**config.mk**
```make
export PLATFORM = sky130hd
export DESIGN_NAME = uiet_endpoint
export DESIGN_NICKNAME = d
export VERILOG_FILES = /design/src/uiet_pkg.sv /design/src/uiet_bank.sv /design/src/uiet_endpoint.sv
export SDC_FILE = /design/constraint.sdc
export NUM_CORES = 1
export LEC_CHECK = 0
export BUFFER_PORTS_ARGS = -buffer_cell sky130_fd_sc_hd__buf_2
export CAP_MARGIN = 0
export CORE_MARGIN = 2
export CORE_UTILIZATION = 55
export DETAILED_ROUTE_END_ITERATION = 6
export PLACE_DENSITY = 0.8
export REMOVE_ABC_BUFFERS = 1
export SLEW_MARGIN = 20
export SYNTH_ARGS = -nofsm -noshare
export SYNTH_HDL_FRONTEND = slang
export SYNTH_SLANG_ARGS = --single-unit
```
**constraint.sdc**
```tcl
create_clock -name ref_clk_in -period 4.7 [get_ports ref_clk_in]
set_input_delay 0 -clock ref_clk_in [delete_from_list [all_inputs] [get_ports ref_clk_in]]
set_output_delay 0 -clock ref_clk_in [all_outputs]
set_load 0.01 [all_outputs]
```
**src/uiet_pkg.sv**
```systemverilog
/*
  uiet_pkg: register map, field positions and reset values for the
  isochronous endpoint transfer block.
  assumes: a 32-bit classic wishbone slave with byte addresses, one word per register.
*/
package uiet_pkg;

  // ---------------------------------------------------------------
  // register byte offsets
  // ---------------------------------------------------------------
  localparam logic [7:0] UIET_OFF_EP_SELECT  = 8'h00; // endpoint_select_reg
  localparam logic [7:0] UIET_OFF_CONFIG     = 8'h04; // enable, ping-pong, direction
  localparam logic [7:0] UIET_OFF_STATUS     = 8'h08; // endpoint_status_reg
  localparam logic [7:0] UIET_OFF_BYTE_COUNT = 8'h0c; // rx_byte_count_reg
  localparam logic [7:0] UIET_OFF_FIFO       = 8'h10; // endpoint fifo data port
  localparam logic [7:0] UIET_OFF_IRQ_ENABLE = 8'h14; // event enables

  // ---------------------------------------------------------------
  // config fields
  // ---------------------------------------------------------------
  localparam int UIET_CFG_ENABLE = 0;
  localparam int UIET_CFG_PPONG  = 1;
  localparam int UIET_CFG_DIR_IN = 2;
  localparam int UIET_CFG_W      = 3;

  // ---------------------------------------------------------------
  // status and irq enable fields
  // ---------------------------------------------------------------
  localparam int UIET_ST_RX_DONE0 = 0; // rx_done_bank0
  localparam int UIET_ST_RX_DONE1 = 1; // rx_done_bank1
  localparam int UIET_ST_CRC_ERR  = 2; // crc_error_flag
  localparam int UIET_ST_TX_READY = 3; // tx_ready_flag
  localparam int UIET_ST_TX_DONE  = 4; // tx_complete_flag
  localparam int UIET_ST_W        = 5;

  // ---------------------------------------------------------------
  // reset values and sizes
  // ---------------------------------------------------------------
  localparam logic [3:0]           UIET_RST_EP_SELECT  = 4'h0;
  localparam logic [UIET_CFG_W-1:0] UIET_RST_CONFIG    = 3'h0;
  localparam logic [UIET_ST_W-1:0]  UIET_RST_IRQ_EN    = 5'h00;
  localparam int                   UIET_FIFO_DEPTH    = 64;

endpackage : uiet_pkg

```
**src/uiet_bank.sv**
```systemverilog
/*
  uiet_bank: one endpoint fifo bank, flip-flop storage with one write
  port and an asynchronous read port, both addressed by index.
  assumes: the owner keeps write and read pointers and never writes past DEPTH.
*/
`timescale 1ns/1ps
module uiet_bank #(
  parameter int DEPTH = 64,
  parameter int AW    = 6
) (
  // clock
  input  wire logic          ref_clk_in,
  // write port
  input  wire logic          wr_en_in,
  input  wire logic [AW-1:0] wr_addr_in,
  input  wire logic [7:0]    wr_data_in,
  // read port
  input  wire logic [AW-1:0] rd_addr_in,
  output logic      [7:0]    rd_data_out
);

  logic [7:0] mem [DEPTH];

  // byte store, no reset needed for data
  always_ff @(posedge ref_clk_in) begin
    if (wr_en_in) begin
      mem[wr_addr_in] <= wr_data_in;
    end
  end

  // read by index
  assign rd_data_out = mem[rd_addr_in];

endmodule : uiet_bank

```
**src/uiet_endpoint.sv**
```systemverilog
/*
  uiet_endpoint: isochronous OUT and IN handling of one usb endpoint,
  standard single-bank or two-bank ping-pong, with a wishbone register file.
  assumes: the usb packet engine runs on ref_clk_in and delivers received
  bytes, packet end with crc result, IN requests, byte pulls and packet-sent pulses.
*/
// Implementation choices: the Wishbone register port and the register offsets.
`timescale 1ns/1ps
module uiet_endpoint
  import uiet_pkg::*;
#(
  parameter int         DEPTH = UIET_FIFO_DEPTH,
  parameter logic [3:0] EP_ID = 4'h6
) (
  // clock and reset
  input  wire logic        ref_clk_in,
  input  wire logic        rst_b_in,
  // wishbone slave
  input  wire logic        wb_cyc_in,
  input  wire logic        wb_stb_in,
  input  wire logic        wb_we_in,
  input  wire logic [7:0]  wb_adr_in,
  input  wire logic [3:0]  wb_sel_in,
  input  wire logic [31:0] wb_dat_in,
  output logic      [31:0] wb_dat_out,
  output logic             wb_ack_out,
  // usb receive side
  input  wire logic        rx_byte_valid_in,
  input  wire logic [7:0]  rx_byte_in,
  input  wire logic        rx_end_in,
  input  wire logic        rx_crc_bad_in,
  // usb transmit side
  input  wire logic        in_req_in,
  input  wire logic        tx_pull_in,
  input  wire logic        tx_sent_in,
  output logic             in_data_out,
  output logic             in_none_out,
  output logic      [7:0]  tx_byte_out,
  output logic      [6:0]  tx_len_out,
  // interrupt
  output logic             ep_irq_out
);

  localparam int              AW   = $clog2(DEPTH);
  localparam int              CW   = $clog2(DEPTH + 1);
  localparam logic [CW-1:0]   FULL = CW'(DEPTH);

  // ---------------------------------------------------------------
  // state
  // ---------------------------------------------------------------
  logic [3:0]            ep_sel;
  logic [UIET_CFG_W-1:0] cfg;
  logic [UIET_ST_W-1:0]  irq_en;
  logic                  crc_err;
  logic                  rx_fill, rx_read, tx_fill, tx_send, tx_busy;
  logic [1:0]            rx_done, tx_rdy, tx_cmp;
  logic [CW-1:0]         cnt [2];
  logic [CW-1:0]         rdp [2];
  logic [7:0]            rdat [2];
  logic [1:0]            set_rx, clr_rx, set_trdy, tx_fin, wr_en, pop;

  // ---------------------------------------------------------------
  // bus decode
  // ---------------------------------------------------------------
  wire en       = cfg[UIET_CFG_ENABLE];
  wire pp       = cfg[UIET_CFG_PPONG];
  wire dir_in   = cfg[UIET_CFG_DIR_IN];
  wire sel_ok   = (ep_sel == EP_ID);
  wire wb_take  = wb_cyc_in & wb_stb_in & ~wb_ack_out;
  wire wr       = wb_take & wb_we_in & wb_sel_in[0];
  wire rd       = wb_take & ~wb_we_in;
  wire a_sel    = (wb_adr_in == UIET_OFF_EP_SELECT);
  wire a_cfg    = (wb_adr_in == UIET_OFF_CONFIG);
  wire a_stat   = (wb_adr_in == UIET_OFF_STATUS);
  wire a_cnt    = (wb_adr_in == UIET_OFF_BYTE_COUNT);
  wire a_fifo   = (wb_adr_in == UIET_OFF_FIFO);
  wire a_ien    = (wb_adr_in == UIET_OFF_IRQ_ENABLE);
  // endpoint accesses only count when this endpoint is selected
  wire cfg_wr   = wr & a_cfg & sel_ok;
  wire stat_wr  = wr & a_stat & sel_ok;
  wire ien_wr   = wr & a_ien & sel_ok;
  wire fifo_wr  = wr & a_fifo & sel_ok & dir_in;
  wire fifo_rd  = rd & a_fifo & sel_ok & ~dir_in;
  wire fw_bank  = dir_in ? tx_fill : rx_read;
  wire clr_crc  = stat_wr & wb_dat_in[UIET_ST_CRC_ERR];
  wire clr_txc  = stat_wr & wb_dat_in[UIET_ST_TX_DONE];

  // ---------------------------------------------------------------
  // usb side decode
  // ---------------------------------------------------------------
  // host bytes are taken only for an enabled OUT endpoint with a free bank
  wire rx_ok    = en & ~dir_in & ~rx_done[rx_fill];
  wire store    = rx_byte_valid_in & rx_ok & (cnt[rx_fill] < FULL);
  wire rx_fin   = rx_end_in & rx_ok;
  wire in_hit   = in_req_in & en & dir_in & ~tx_busy;
  wire tx_end   = tx_sent_in & tx_busy;

  // IN answer: data only when the send bank is marked ready
  assign in_data_out = in_hit & tx_rdy[tx_send];
  assign in_none_out = in_hit & ~tx_rdy[tx_send];
  assign tx_byte_out = rdat[tx_send];
  assign tx_len_out  = 7'(cnt[tx_send]);

  // ---------------------------------------------------------------
  // per-bank flags, counts and storage
  // ---------------------------------------------------------------
  for (genvar b = 0; b < 2; b++) begin : g_bank
    localparam logic BK = 1'(b);
    logic [CW-1:0] cnt_q, rdp_q;
    logic          rxd_q, trdy_q, txc_q;
    wire           flush = cfg_wr | clr_rx[b] | tx_fin[b];

    // bank 1 only takes part in ping-pong mode
    assign set_rx[b]   = rx_fin & (rx_fill == BK);
    assign clr_rx[b]   = stat_wr & wb_dat_in[UIET_ST_RX_DONE0 + b] & rxd_q;
    assign set_trdy[b] = stat_wr & wb_dat_in[UIET_ST_TX_READY] & dir_in
                         & (tx_fill == BK) & ~trdy_q;
    assign tx_fin[b]   = tx_end & (tx_send == BK);
    assign wr_en[b]    = (store & (rx_fill == BK))
                         | (fifo_wr & (tx_fill == BK) & (cnt_q < FULL));
    assign pop[b]      = (fifo_rd & (rx_read == BK) & (rdp_q < cnt_q))
                         | (tx_pull_in & tx_busy & (tx_send == BK) & (rdp_q < cnt_q));
    assign cnt[b]      = cnt_q;
    assign rdp[b]      = rdp_q;
    assign rx_done[b]  = rxd_q;
    assign tx_rdy[b]   = trdy_q;
    assign tx_cmp[b]   = txc_q;

    // byte count and read pointer, emptied when the bank is freed
    always_ff @(posedge ref_clk_in or negedge rst_b_in) begin
      if (!rst_b_in) begin
        cnt_q <= '0;
        rdp_q <= '0;
      end else if (flush) begin
        cnt_q <= '0;
        rdp_q <= '0;
      end else begin
        cnt_q <= cnt_q + CW'(wr_en[b]);
        rdp_q <= rdp_q + CW'(pop[b]);
      end
    end

    // event flags, a set in the clearing cycle wins, except for tx ready, where tx_fin clears it
    always_ff @(posedge ref_clk_in or negedge rst_b_in) begin
      if (!rst_b_in) begin
        rxd_q  <= 1'b0;
        trdy_q <= 1'b0;
        txc_q  <= 1'b0;
      end else if (cfg_wr) begin
        rxd_q  <= 1'b0;
        trdy_q <= 1'b0;
        txc_q  <= 1'b0;
      end else begin
        rxd_q  <= (rxd_q & ~clr_rx[b]) | set_rx[b];
        trdy_q <= (trdy_q | set_trdy[b]) & ~tx_fin[b];
        txc_q  <= (txc_q & ~clr_txc) | tx_fin[b];
      end
    end

    uiet_bank #(
      .DEPTH (DEPTH),
      .AW    (AW)
    ) u_bank (
      .ref_clk_in  (ref_clk_in),
      .wr_en_in    (wr_en[b]),
      .wr_addr_in  (AW'(cnt_q)),
      .wr_data_in  (dir_in ? wb_dat_in[7:0] : rx_byte_in),
      .rd_addr_in  (AW'(rdp_q)),
      .rd_data_out (rdat[b])
    );
  end

  // ---------------------------------------------------------------
  // bank pointers
  // ---------------------------------------------------------------
  // all pointers start at bank 0 after reset or a config write
  always_ff @(posedge ref_clk_in or negedge rst_b_in) begin
    if (!rst_b_in) begin
      rx_fill <= 1'b0;
      rx_read <= 1'b0;
      tx_fill <= 1'b0;
      tx_send <= 1'b0;
    end else if (cfg_wr) begin
      rx_fill <= 1'b0;
      rx_read <= 1'b0;
      tx_fill <= 1'b0;
      tx_send <= 1'b0;
    end else begin
      rx_fill <= rx_fill ^ (pp & rx_fin);
      rx_read <= rx_read ^ (pp & clr_rx[rx_read]);
      tx_fill <= tx_fill ^ (pp & |set_trdy);
      tx_send <= tx_send ^ (pp & tx_end);
    end
  end

  // ---------------------------------------------------------------
  // transmit busy and crc flag
  // ---------------------------------------------------------------
  always_ff @(posedge ref_clk_in or negedge rst_b_in) begin
    if (!rst_b_in) begin
      tx_busy <= 1'b0;
      crc_err <= 1'b0;
    end else begin
      tx_busy <= ~cfg_wr & (in_data_out | (tx_busy & ~tx_sent_in));
      // each stored packet overwrites the crc result
      crc_err <= rx_fin ? rx_crc_bad_in : (crc_err & ~clr_crc & ~cfg_wr);
    end
  end

  // ---------------------------------------------------------------
  // software registers
  // ---------------------------------------------------------------
  always_ff @(posedge ref_clk_in or negedge rst_b_in) begin
    if (!rst_b_in) begin
      ep_sel <= UIET_RST_EP_SELECT;
      cfg    <= UIET_RST_CONFIG;
      irq_en <= UIET_RST_IRQ_EN;
    end else begin
      if (wr & a_sel) begin
        ep_sel <= wb_dat_in[3:0];
      end
      if (cfg_wr) begin
        cfg <= wb_dat_in[UIET_CFG_W-1:0];
      end
      if (ien_wr) begin
        irq_en <= wb_dat_in[UIET_ST_W-1:0];
      end
    end
  end

  // ---------------------------------------------------------------
  // read mux and bus answer
  // ---------------------------------------------------------------
  wire [UIET_ST_W-1:0] status = {|tx_cmp, tx_rdy[tx_fill], crc_err, rx_done};
  wire [31:0] rd_mux =
      a_sel             ? {28'h0, ep_sel} :
      (a_cfg & sel_ok)  ? {29'h0, cfg} :
      (a_stat & sel_ok) ? {27'h0, status} :
      (a_cnt & sel_ok)  ? {{(32 - CW){1'b0}}, cnt[fw_bank]} :
      (fifo_rd)         ? {24'h0, rdat[rx_read]} :
      (a_ien & sel_ok)  ? {27'h0, irq_en} : 32'h0;

  // one wait state, ack for every address including unmapped ones
  always_ff @(posedge ref_clk_in or negedge rst_b_in) begin
    if (!rst_b_in) begin
      wb_ack_out <= 1'b0;
      wb_dat_out <= 32'h0;
    end else begin
      wb_ack_out <= wb_take;
      if (rd) begin
        wb_dat_out <= rd_mux;
      end
    end
  end

  // interrupt from the rx done, crc and tx complete flags and their enables; tx ready never interrupts
  assign ep_irq_out = |(irq_en & {|tx_cmp, 1'b0, crc_err, rx_done});
endmodule : uiet_endpoint

```
==> key figures, run 1 <==
Power
  • Pwr Density: 391.5 mW/mm^2
  • Cell internal pwr: 15.45 mW
  • Switching power: 3.724 mW
  • Clock power frac: 0.434
  • Logic pwr share: 0.014
  • Worst vdd ir: 0.4671 mV
  • Leakage: 15.40 nW
  • Sequential power share: 0.552
  • Pwr Total: 19.18 mW
  • Switching Share: 0.1942

Routing
  • DR vias/cell: 6.533
  • Vias: 23596
  • Total Wirelength: 104.2 mm
  • Routed Antenna Nets: 0
  • 1st-iter DRT viols: 3159
  • Detailed-routed wire length on met3: 10.35 mm
  • Wl on met1: 38.02 mm
  • Highest Signal Layer: met5
  • DRT Pass-1 Iters: 6
  • Routed met2 length: 51.14 mm
  • Drt drc: 0
  • WL per Instance: 28.85 um

Logic synthesis
  • Most frequent cells after synthesis: edfxtp_1, mux4_2, nor2_1, mux2i_1, nand2_1
  • Synth Flop Type: edfxtp_1
  • Synth Instances: 2344
  • Netlist cell types: 66
  • Fraction of registers with async set/reset: 0.05622
  • Yosys reg bits: 1085
  • Cell with the most instances after synthesis: edfxtp_1
  • Sequential fraction of the synthesis area: 0.7379
  • Yosys top cell area share: 0.7030
  • Most area-consuming cells after synthesis: edfxtp_1, mux4_2, dfrtp_1, mux2i_1, nor2_1
  • Syn Area/Cell: 18.66 sq um
  • Syn. warnings: 0
  • Yosys top cell by area: edfxtp_1
  • Synth Cell Area: 0.04374 sq mm
  • EDFF count, synth: 1024

Worst setup path
  • Crit-path cells: nand2b_1 -> o221ai_1 -> a21oi_1 -> nor2_1 -> a22o_1 -> a211oi_1 -> mux2i_1 -> buf_2
  • Largest stage delay, worst path: 0.73 ns
  • Critical Path RT: 4.70 ns
  • Crit path DAT: 4.41 ns
  • CP startpoint: g_bank[0].rdp_q[1]$_DFF_PN0_
  • CP Launch Type: register
  • Critical path capture point: tx_byte_out[7]
  • WP buf/inv: 1
  • R2R Path Start: ep_sel[0]$_DFFE_PN0P_
  • Worst setup EP type: output port
  • Critical path class: register to output port
  • Crit-path max FO: 24
  • Depth of the most critical reg-to-reg path: 8
  • CP top delay family: compound AO/OA/AOI/OAI gates
  • Levels on crit path: 8
  • CP max stage cell: nand2b_1
  • Worst r2r dst: g_bank[1].u_bank.mem[2][3]$_DFFE_PP_
  • Register-to-register setup slack: 0.51 ns

Clocking
  • H-tree levels: 3
  • Clock Latency Late Sink: 0.66 ns
  • CTS tree: done
  • Clk pin slew, worst setup/hold paths: 0.06 ns
  • Clock root cell: clkbuf_16
  • CTS max path bufs: 3
  • CTS Buf Count: 103
  • Post-CTS Setup Bufs: 0
  • # clock sinks: 1085
  • Hold-fix buffers at CTS: 20
  • Post_cts resized: 0

Floorplan
  • Die Height: 286 um
  • Die area: 0.08180 sq mm
  • Row Count: 103
  • Die width: 286 um
  • I/O Pins: 114
  • Initial core utilization: 0.5546
  • Core area: 0.07887 sq mm

GRT
  • Initial antenna violation count: 4
  • Largest net degree at the start of global routing: 108
  • Vias in the first global route: 23529
  • First-pass GRT wire length: 154.7 mm
  • GR Util All Layers: 0.2565
  • Total global routing overflow: 0

Placement
  • Placed cell count: 3399
  • Dpl hpwl: 64.65 mm
  • IO buf count: 62
  • GPL Wtd Cong: 0.9400

Finish
  • Layout Utilization: 0.6212
  • # nets final: 2561
  • Non-Filler Instances: 3612
  • Layout cell share with drive strength beyond 1: 0.2077
  • Area Growth Syn to Fin: 12.01%

STA
  • Crit share post-route: 0.9393
  • Slew @ Worst Pin: 1.023 ns
  • # setup viols final: 0
  • Relative slew slack: 0.3081
  • Final Hold Vio Count: 0
  • Unrepaired setup endpoints after global routing: false
  • Max Clk Rate: 226.5 MHz
  • Post-layout min period: 4.415 ns
  • Max Clock Skew: 0.02389 ns
  • Pins Over Slew Limit: 0

Min path
  • Min-delay worst type: input port to async pin

Status
  • Status: finished clean

Run
  • Maxcap violations: 0
[state kept, by name, summed over array words and instances (netlist names)]
register / count
g_bank.u_bank.mem: 1024
g_bank.cnt_q: 14
g_bank.rdp_q: 14
wb_dat_out: 8
irq_en: 5
ep_sel: 4
cfg: 3
g_bank.rxd_q: 2
g_bank.trdy_q: 2
g_bank.txc_q: 2
crc_err: 1
rx_fill: 1
rx_read: 1
tx_busy: 1
tx_fill: 1
tx_send: 1
wb_ack_out: 1
[stage by stage]
| stage | TNS [ns] | instance area [sq um] | hold slack, ns | worst slack [ns] |
|---|---|---|---|---|
| floorplan | -74.84 | 43130 | -0.2956 | -2.914 |
| global placement | 0 | 45310 | 0.2124 | 0.7928 |
| detailed placement | 0 | 45310 | 0.2200 | 0.7078 |
| CTS | 0 | 48880 | 0.02530 | 0.4012 |
| global route | 0 | 48990 | 0.08520 | 0.2551 |
| finish | 0 | 48990 | 0.04821 | 0.2853 |
[worst min-delay path by stage]
| stage | end | slack (ns) | depth (start not counted) |
|---|---|---|---|
| after floorplan | cfg[0]$_DFFE_PN0P_ | -0.30 | 0 |
| after global placement | ep_sel[2]$_DFFE_PN0P_ | 0.21 | 2 |
| after detailed placement | cfg[0]$_DFFE_PN0P_ | 0.22 | 2 |
| after CTS | g_bank[0].cnt_q[0]$_DFF_PN0_ | 0.03 | 6 |
| after global routing | g_bank[0].rdp_q[0]$_DFF_PN0_ | 0.09 | 6 |
| final | ep_sel[2]$_DFFE_PN0P_ | 0.05 | 3 |
[cells by family (layout without fill, tap and decap cells)]
kind of cell	after synthesis	after routing	synth area share
flip-flops	1085	1085	0.7379
AND/OR/NAND/NOR	443	443	0.04609
multiplexers	366	366	0.1497
AO/OA/AOI/OAI	236	236	0.03756
buffers and inverters	171	365	0.01848
XOR/XNOR	22	22	0.004406
adder cells (fa/ha/maj)	20	20	0.005721
other	1	25	0.00008574
[cell type report]
type | count | area (sq um)
diodes | 1 | 2.502
fillers | 5263 | 29880
inverters | 29 | 108.9
repair buffers | 148 | 1084
multi-input cells | 1111 | 10830
clock buffers | 128 | 2735
clock inverters | 60 | 630.6
well taps | 1050 | 1314
flip-flops and latches | 1085 | 32290
[cell usage in the layout (no fill, tap or decap), drive strengths merged, types with 15 or more instances in the layout]
master / count
o221ai: 43
o21ai: 30
nor3: 22
clkbuf: 128
conb: 24
ha: 20
nand2: 85
clkinv: 40
nor2: 205
edfxtp: 1024
xnor2: 20
dlygate4sd3: 23
mux2i: 112
mux2: 26
mux4: 228
buf: 125
a22oi: 15
a21oi: 52
dfrtp: 61
o22ai: 25
inv: 31
nand3: 53
[layer usage]
metal / global-route usage / vias to the layer above
met2: 0.4126 / 1468
li1: - / 9705
met3: 0.05231 / 271
met5: 0 / -
met4: 0.1064 / 2
met1: 0.3464 / 12150
[power groups by stage]
stage / Combinational, mW / Sequential, mW / Clock (mW)
2_1_floorplan: 0.0963 / 10.8 / 0
3_3_place_gp: 0.226 / 10.8 / 0
3_5_place_dp: 0.244 / 10.8 / 0
4_1_cts: 0.255 / 10.6 / 8.39
5_1_grt: 0.288 / 10.6 / 8.74
6_report: 0.266 / 10.6 / 8.33
[worst min-delay path, delay by kind of cell]
kind     cells  cell delay [ns]
buf+inv      3             1.23
(Power assumes the default switching activity.)
==> run 2, diff against run 1 <==
--- a/config.mk
+++ b/config.mk
@@ -10,9 +10,10 @@
 export CORE_MARGIN = 2
 export CORE_UTILIZATION = 55
 export DETAILED_ROUTE_END_ITERATION = 6
-export PLACE_DENSITY = 0.8
+export PLACE_DENSITY = 0.71
 export REMOVE_ABC_BUFFERS = 1
 export SLEW_MARGIN = 20
 export SYNTH_ARGS = -nofsm -noshare
 export SYNTH_HDL_FRONTEND = slang
+export SYNTH_HIERARCHICAL = 1
 export SYNTH_SLANG_ARGS = --single-unit
==> run 2 against run 1 <==
Against the previous run:
- area after synthesis increased by 0.96%
- total power decreased by 2.3%
- register-to-register slack improved by 0.12 ns
- final area increased by 0.97%
- critical path type unchanged
- global-route usage decreased by 0.77 points
- die area increased by 0.94%
- largest power group unchanged
- critical path depth unchanged
- non-clock buffer count increased by 51
- synthesized cell count decreased by 0.90%
- worst setup slack improved by 0.062 ns
- hold slack improved by 0.018 ns
==> key figures, run 2 <==
Status
  • Status: finished clean

GRT
  • First-pass GRT wire length: 150.7 mm
  • Routing usage on met1: 0.3419
  • Met2 Use GR: 0.4048
  • M3 GR Usage: 0.05063
  • GRT busiest layer: met2
  • Vias in the first global route: 23267
  • GR Util All Layers: 0.2488
  • Largest net degree at the start of global routing: 103
  • Total global routing overflow: 0
  • Initial antenna violation count: 1

Floorplan
  • Die width: 287.3 um
  • Row Count: 103
  • Core area: 0.07926 sq mm
  • I/O Pins: 114
  • Die area: 0.08257 sq mm
  • Die Height: 287.3 um
  • Initial core utilization: 0.5571

STA
  • Max Clock Skew: 0.02194 ns
  • Min Hold Slack: 0.06578 ns
  • Post-layout min period: 4.352 ns
  • Unrepaired setup endpoints after global routing: false
  • Final Hold Vio Count: 0
  • Slew @ Worst Pin: 1.089 ns
  • Pins Over Slew Limit: 0
  • # setup viols final: 0
  • Relative slew slack: 0.2553
  • Crit share post-route: 0.9260
  • Max Clk Rate: 229.8 MHz

Routing
  • DR vias/cell: 6.303
  • Drt drc: 0
  • DRT Pass-1 Iters: 5
  • Total Wirelength: 101.1 mm
  • 1st-iter DRT viols: 2589
  • Routed Antenna Nets: 0
  • WL per Instance: 27.76 um
  • Vias: 22957

Logic synthesis
  • Cell with the most instances after synthesis: edfxtp_1
  • Synth Cell Area: 0.04416 sq mm
  • Synth Flop Type: edfxtp_1
  • Most area-consuming cells after synthesis: edfxtp_1, mux4_2, dfrtp_1, nor2_1, mux2i_1
  • Netlist cell types: 69
  • Most frequent cells after synthesis: edfxtp_1, mux4_2, nor2_1, nand2_1, dfrtp_1
  • Syn Area/Cell: 19.01 sq um
  • EDFF count, synth: 1024
  • Yosys top cell area share: 0.6964
  • Synth Instances: 2323
  • Fraction of registers with async set/reset: 0.05622
  • Sequential fraction of the synthesis area: 0.7310
  • Syn. warnings: 6
  • Yosys top cell by area: edfxtp_1
  • Yosys reg bits: 1085

Finish
  • Most frequent cells in the layout: edfxtp_1, mux4_2, nor2_1, clkbuf_16, buf_4
  • Final instance area: 0.04947 sq mm
  • Footprint of the multi-input gates: 0.01100 sq mm
  • # nets final: 2590
  • Filler cell count: 5355
  • Largest register FFs: 1024
  • Reg area: 0.03230 sq mm
  • Biggest register: g_bank.u_bank/mem
  • Layout Utilization: 0.6242
  • Area Growth Syn to Fin: 12.03%
  • Largest regs: g_bank.u_bank/mem x1024, g_bank.cnt_q x14, g_bank.rdp_q x14
  • Layout cell share with drive strength beyond 1: 0.2424
  • Commonest non-fill, non-tap cell in the layout: edfxtp_1

Worst setup path
  • Critical Path RT: 4.70 ns
  • Largest stage delay, worst path: 0.92 ns
  • CP top delay family: multiplexers
  • Depth of the most critical reg-to-reg path: 8
  • Crit-path cells: buf_12 -> mux4_2 -> mux2_2 -> o221a_2 -> nor3_1 -> o32ai_1 -> mux2_2 -> buf_2
  • CP max stage cell: dfrtp_4
  • Worst setup EP type: output port
  • Crit path DAT: 4.35 ns
  • Crit path top cell by count: mux2_2
  • CP Launch Type: register
  • Crit-path max FO: 33
  • WP buf/inv: 2
  • Critical path class: register to output port
  • Levels on crit path: 8

Power
  • Leakage: 15.50 nW
  • Worst vdd ir: 0.3507 mV
  • Clock power frac: 0.422
  • Pwr Density: 378.6 mW/mm^2
  • Logic pwr share: 0.013
  • Sequential power share: 0.564
  • Switching Share: 0.1956
  • Switching power: 3.663 mW
  • Cell internal pwr: 15.07 mW

Clocking
  • CTS tree: done
  • Post-CTS Setup Bufs: 0
  • CTS max path bufs: 3
  • Hold-fix buffers at CTS: 39
  • # clock sinks: 1085
  • H-tree levels: 3
  • Post_cts resized: 0
  • Clock root cell: clkbuf_16
  • Clk pin slew, worst setup/hold paths: 0.06 ns
  • CTS Buf Count: 105
  • Clock Latency Late Sink: 0.66 ns

Placement
  • GPL Wtd Cong: 0.8791
  • IO buf count: 62
  • Dpl hpwl: 61.56 mm
  • Post-DP Area: 0.04580 sq mm

Run
  • Maxcap violations: 0

Min path
  • Min-delay worst type: input port to async pin
run 2: through the flow:
| stage | worst slack, ns | setup TNS, ns | instances | power, mW |
|---|---|---|---|---|
| 6_report | 0.3477 | 0 | 3642 | 18.73 |
| 5_1_grt | 0.1941 | 0 | 3641 | 19.24 |
| 3_5_place_dp | 0.6717 | 0 | 3409 | 11.00 |
| 4_1_cts | 0.3445 | 0 | 3639 | 18.85 |
| 3_3_place_gp | 0.7485 | 0 | 3409 | 10.98 |
| 2_1_floorplan | -2.234 | -322.67 | 2201 | 10.87 |
run 2: per-layer routing:
metal	part of all wire	routed length [um]
met1	0.39	39150
met2	0.50	50140
met3	0.083	8410
met4	0.034	3395
met5	0	0
run 2: worst reg2reg max path: stages (launching register included):
cell and delay, ns:
dfrtp_4 0.92, buf_12 0.34, mux4_2 0.58, a2111oi_0 0.97
o41ai_1 0.30, mux2i_1 0.41, o21ai_0 0.14, a21oi_1 0.19
o31ai_1 0.08
run 2: area by class of cell:
cell class              instances  share of cell area
repair buffers                199             0.03101
well taps                    1050             0.02656
clock buffers                 131             0.05615
clock inverters                60            0.008625
flip-flops and latches       1085              0.6530
diodes                          1          0.00005059
multi-input cells            1085              0.2223
inverters                      31            0.002352
run 2: logic make-up after synthesis:
family,Yosys count,synth area share
fa+ha+maj,20,0.005667
mux,364,0.1555
simple gates,459,0.04834
xor+xnor,22,0.004364
flops,1085,0.7310
compound gates,196,0.03157
other cells,1,0.00008493
buf+inv,176,0.02358
run 2: worst paths after layout:
kind	slack [ns]	startpoint	endpoint
worst max-delay path	0.35	g_bank[0].rdp_q[0]$_DFF_PN0_	tx_byte_out[6]
max in group asynchronous	4.01	rst_b_in	g_bank[0].rdp_q[0]$_DFF_PN0_
worst min-delay path	0.07	rst_b_in	wb_dat_out[2]$_DFFE_PN0N_
min in group ref_clk_in	0.14	rx_byte_in[3]	g_bank[0].u_bank/mem[52][3]$_DFFE_PP_
worst min register to register	0.53	wb_dat_out[2]$_DFFE_PN0N_	wb_dat_out[2]$_DFFE_PN0N_
worst max register to register	0.63	g_bank[0].rdp_q[0]$_DFF_PN0_	wb_dat_out[3]$_DFFE_PN0N_
run 2: power by group through the flow:
stage	logic, mW	registers (mW)	clock network (mW)
floorplan	0.0899	10.8	0
global placement	0.209	10.8	0
detailed placement	0.224	10.8	0
CTS	0.243	10.6	8.03
global route	0.272	10.6	8.40
finish	0.248	10.6	7.91
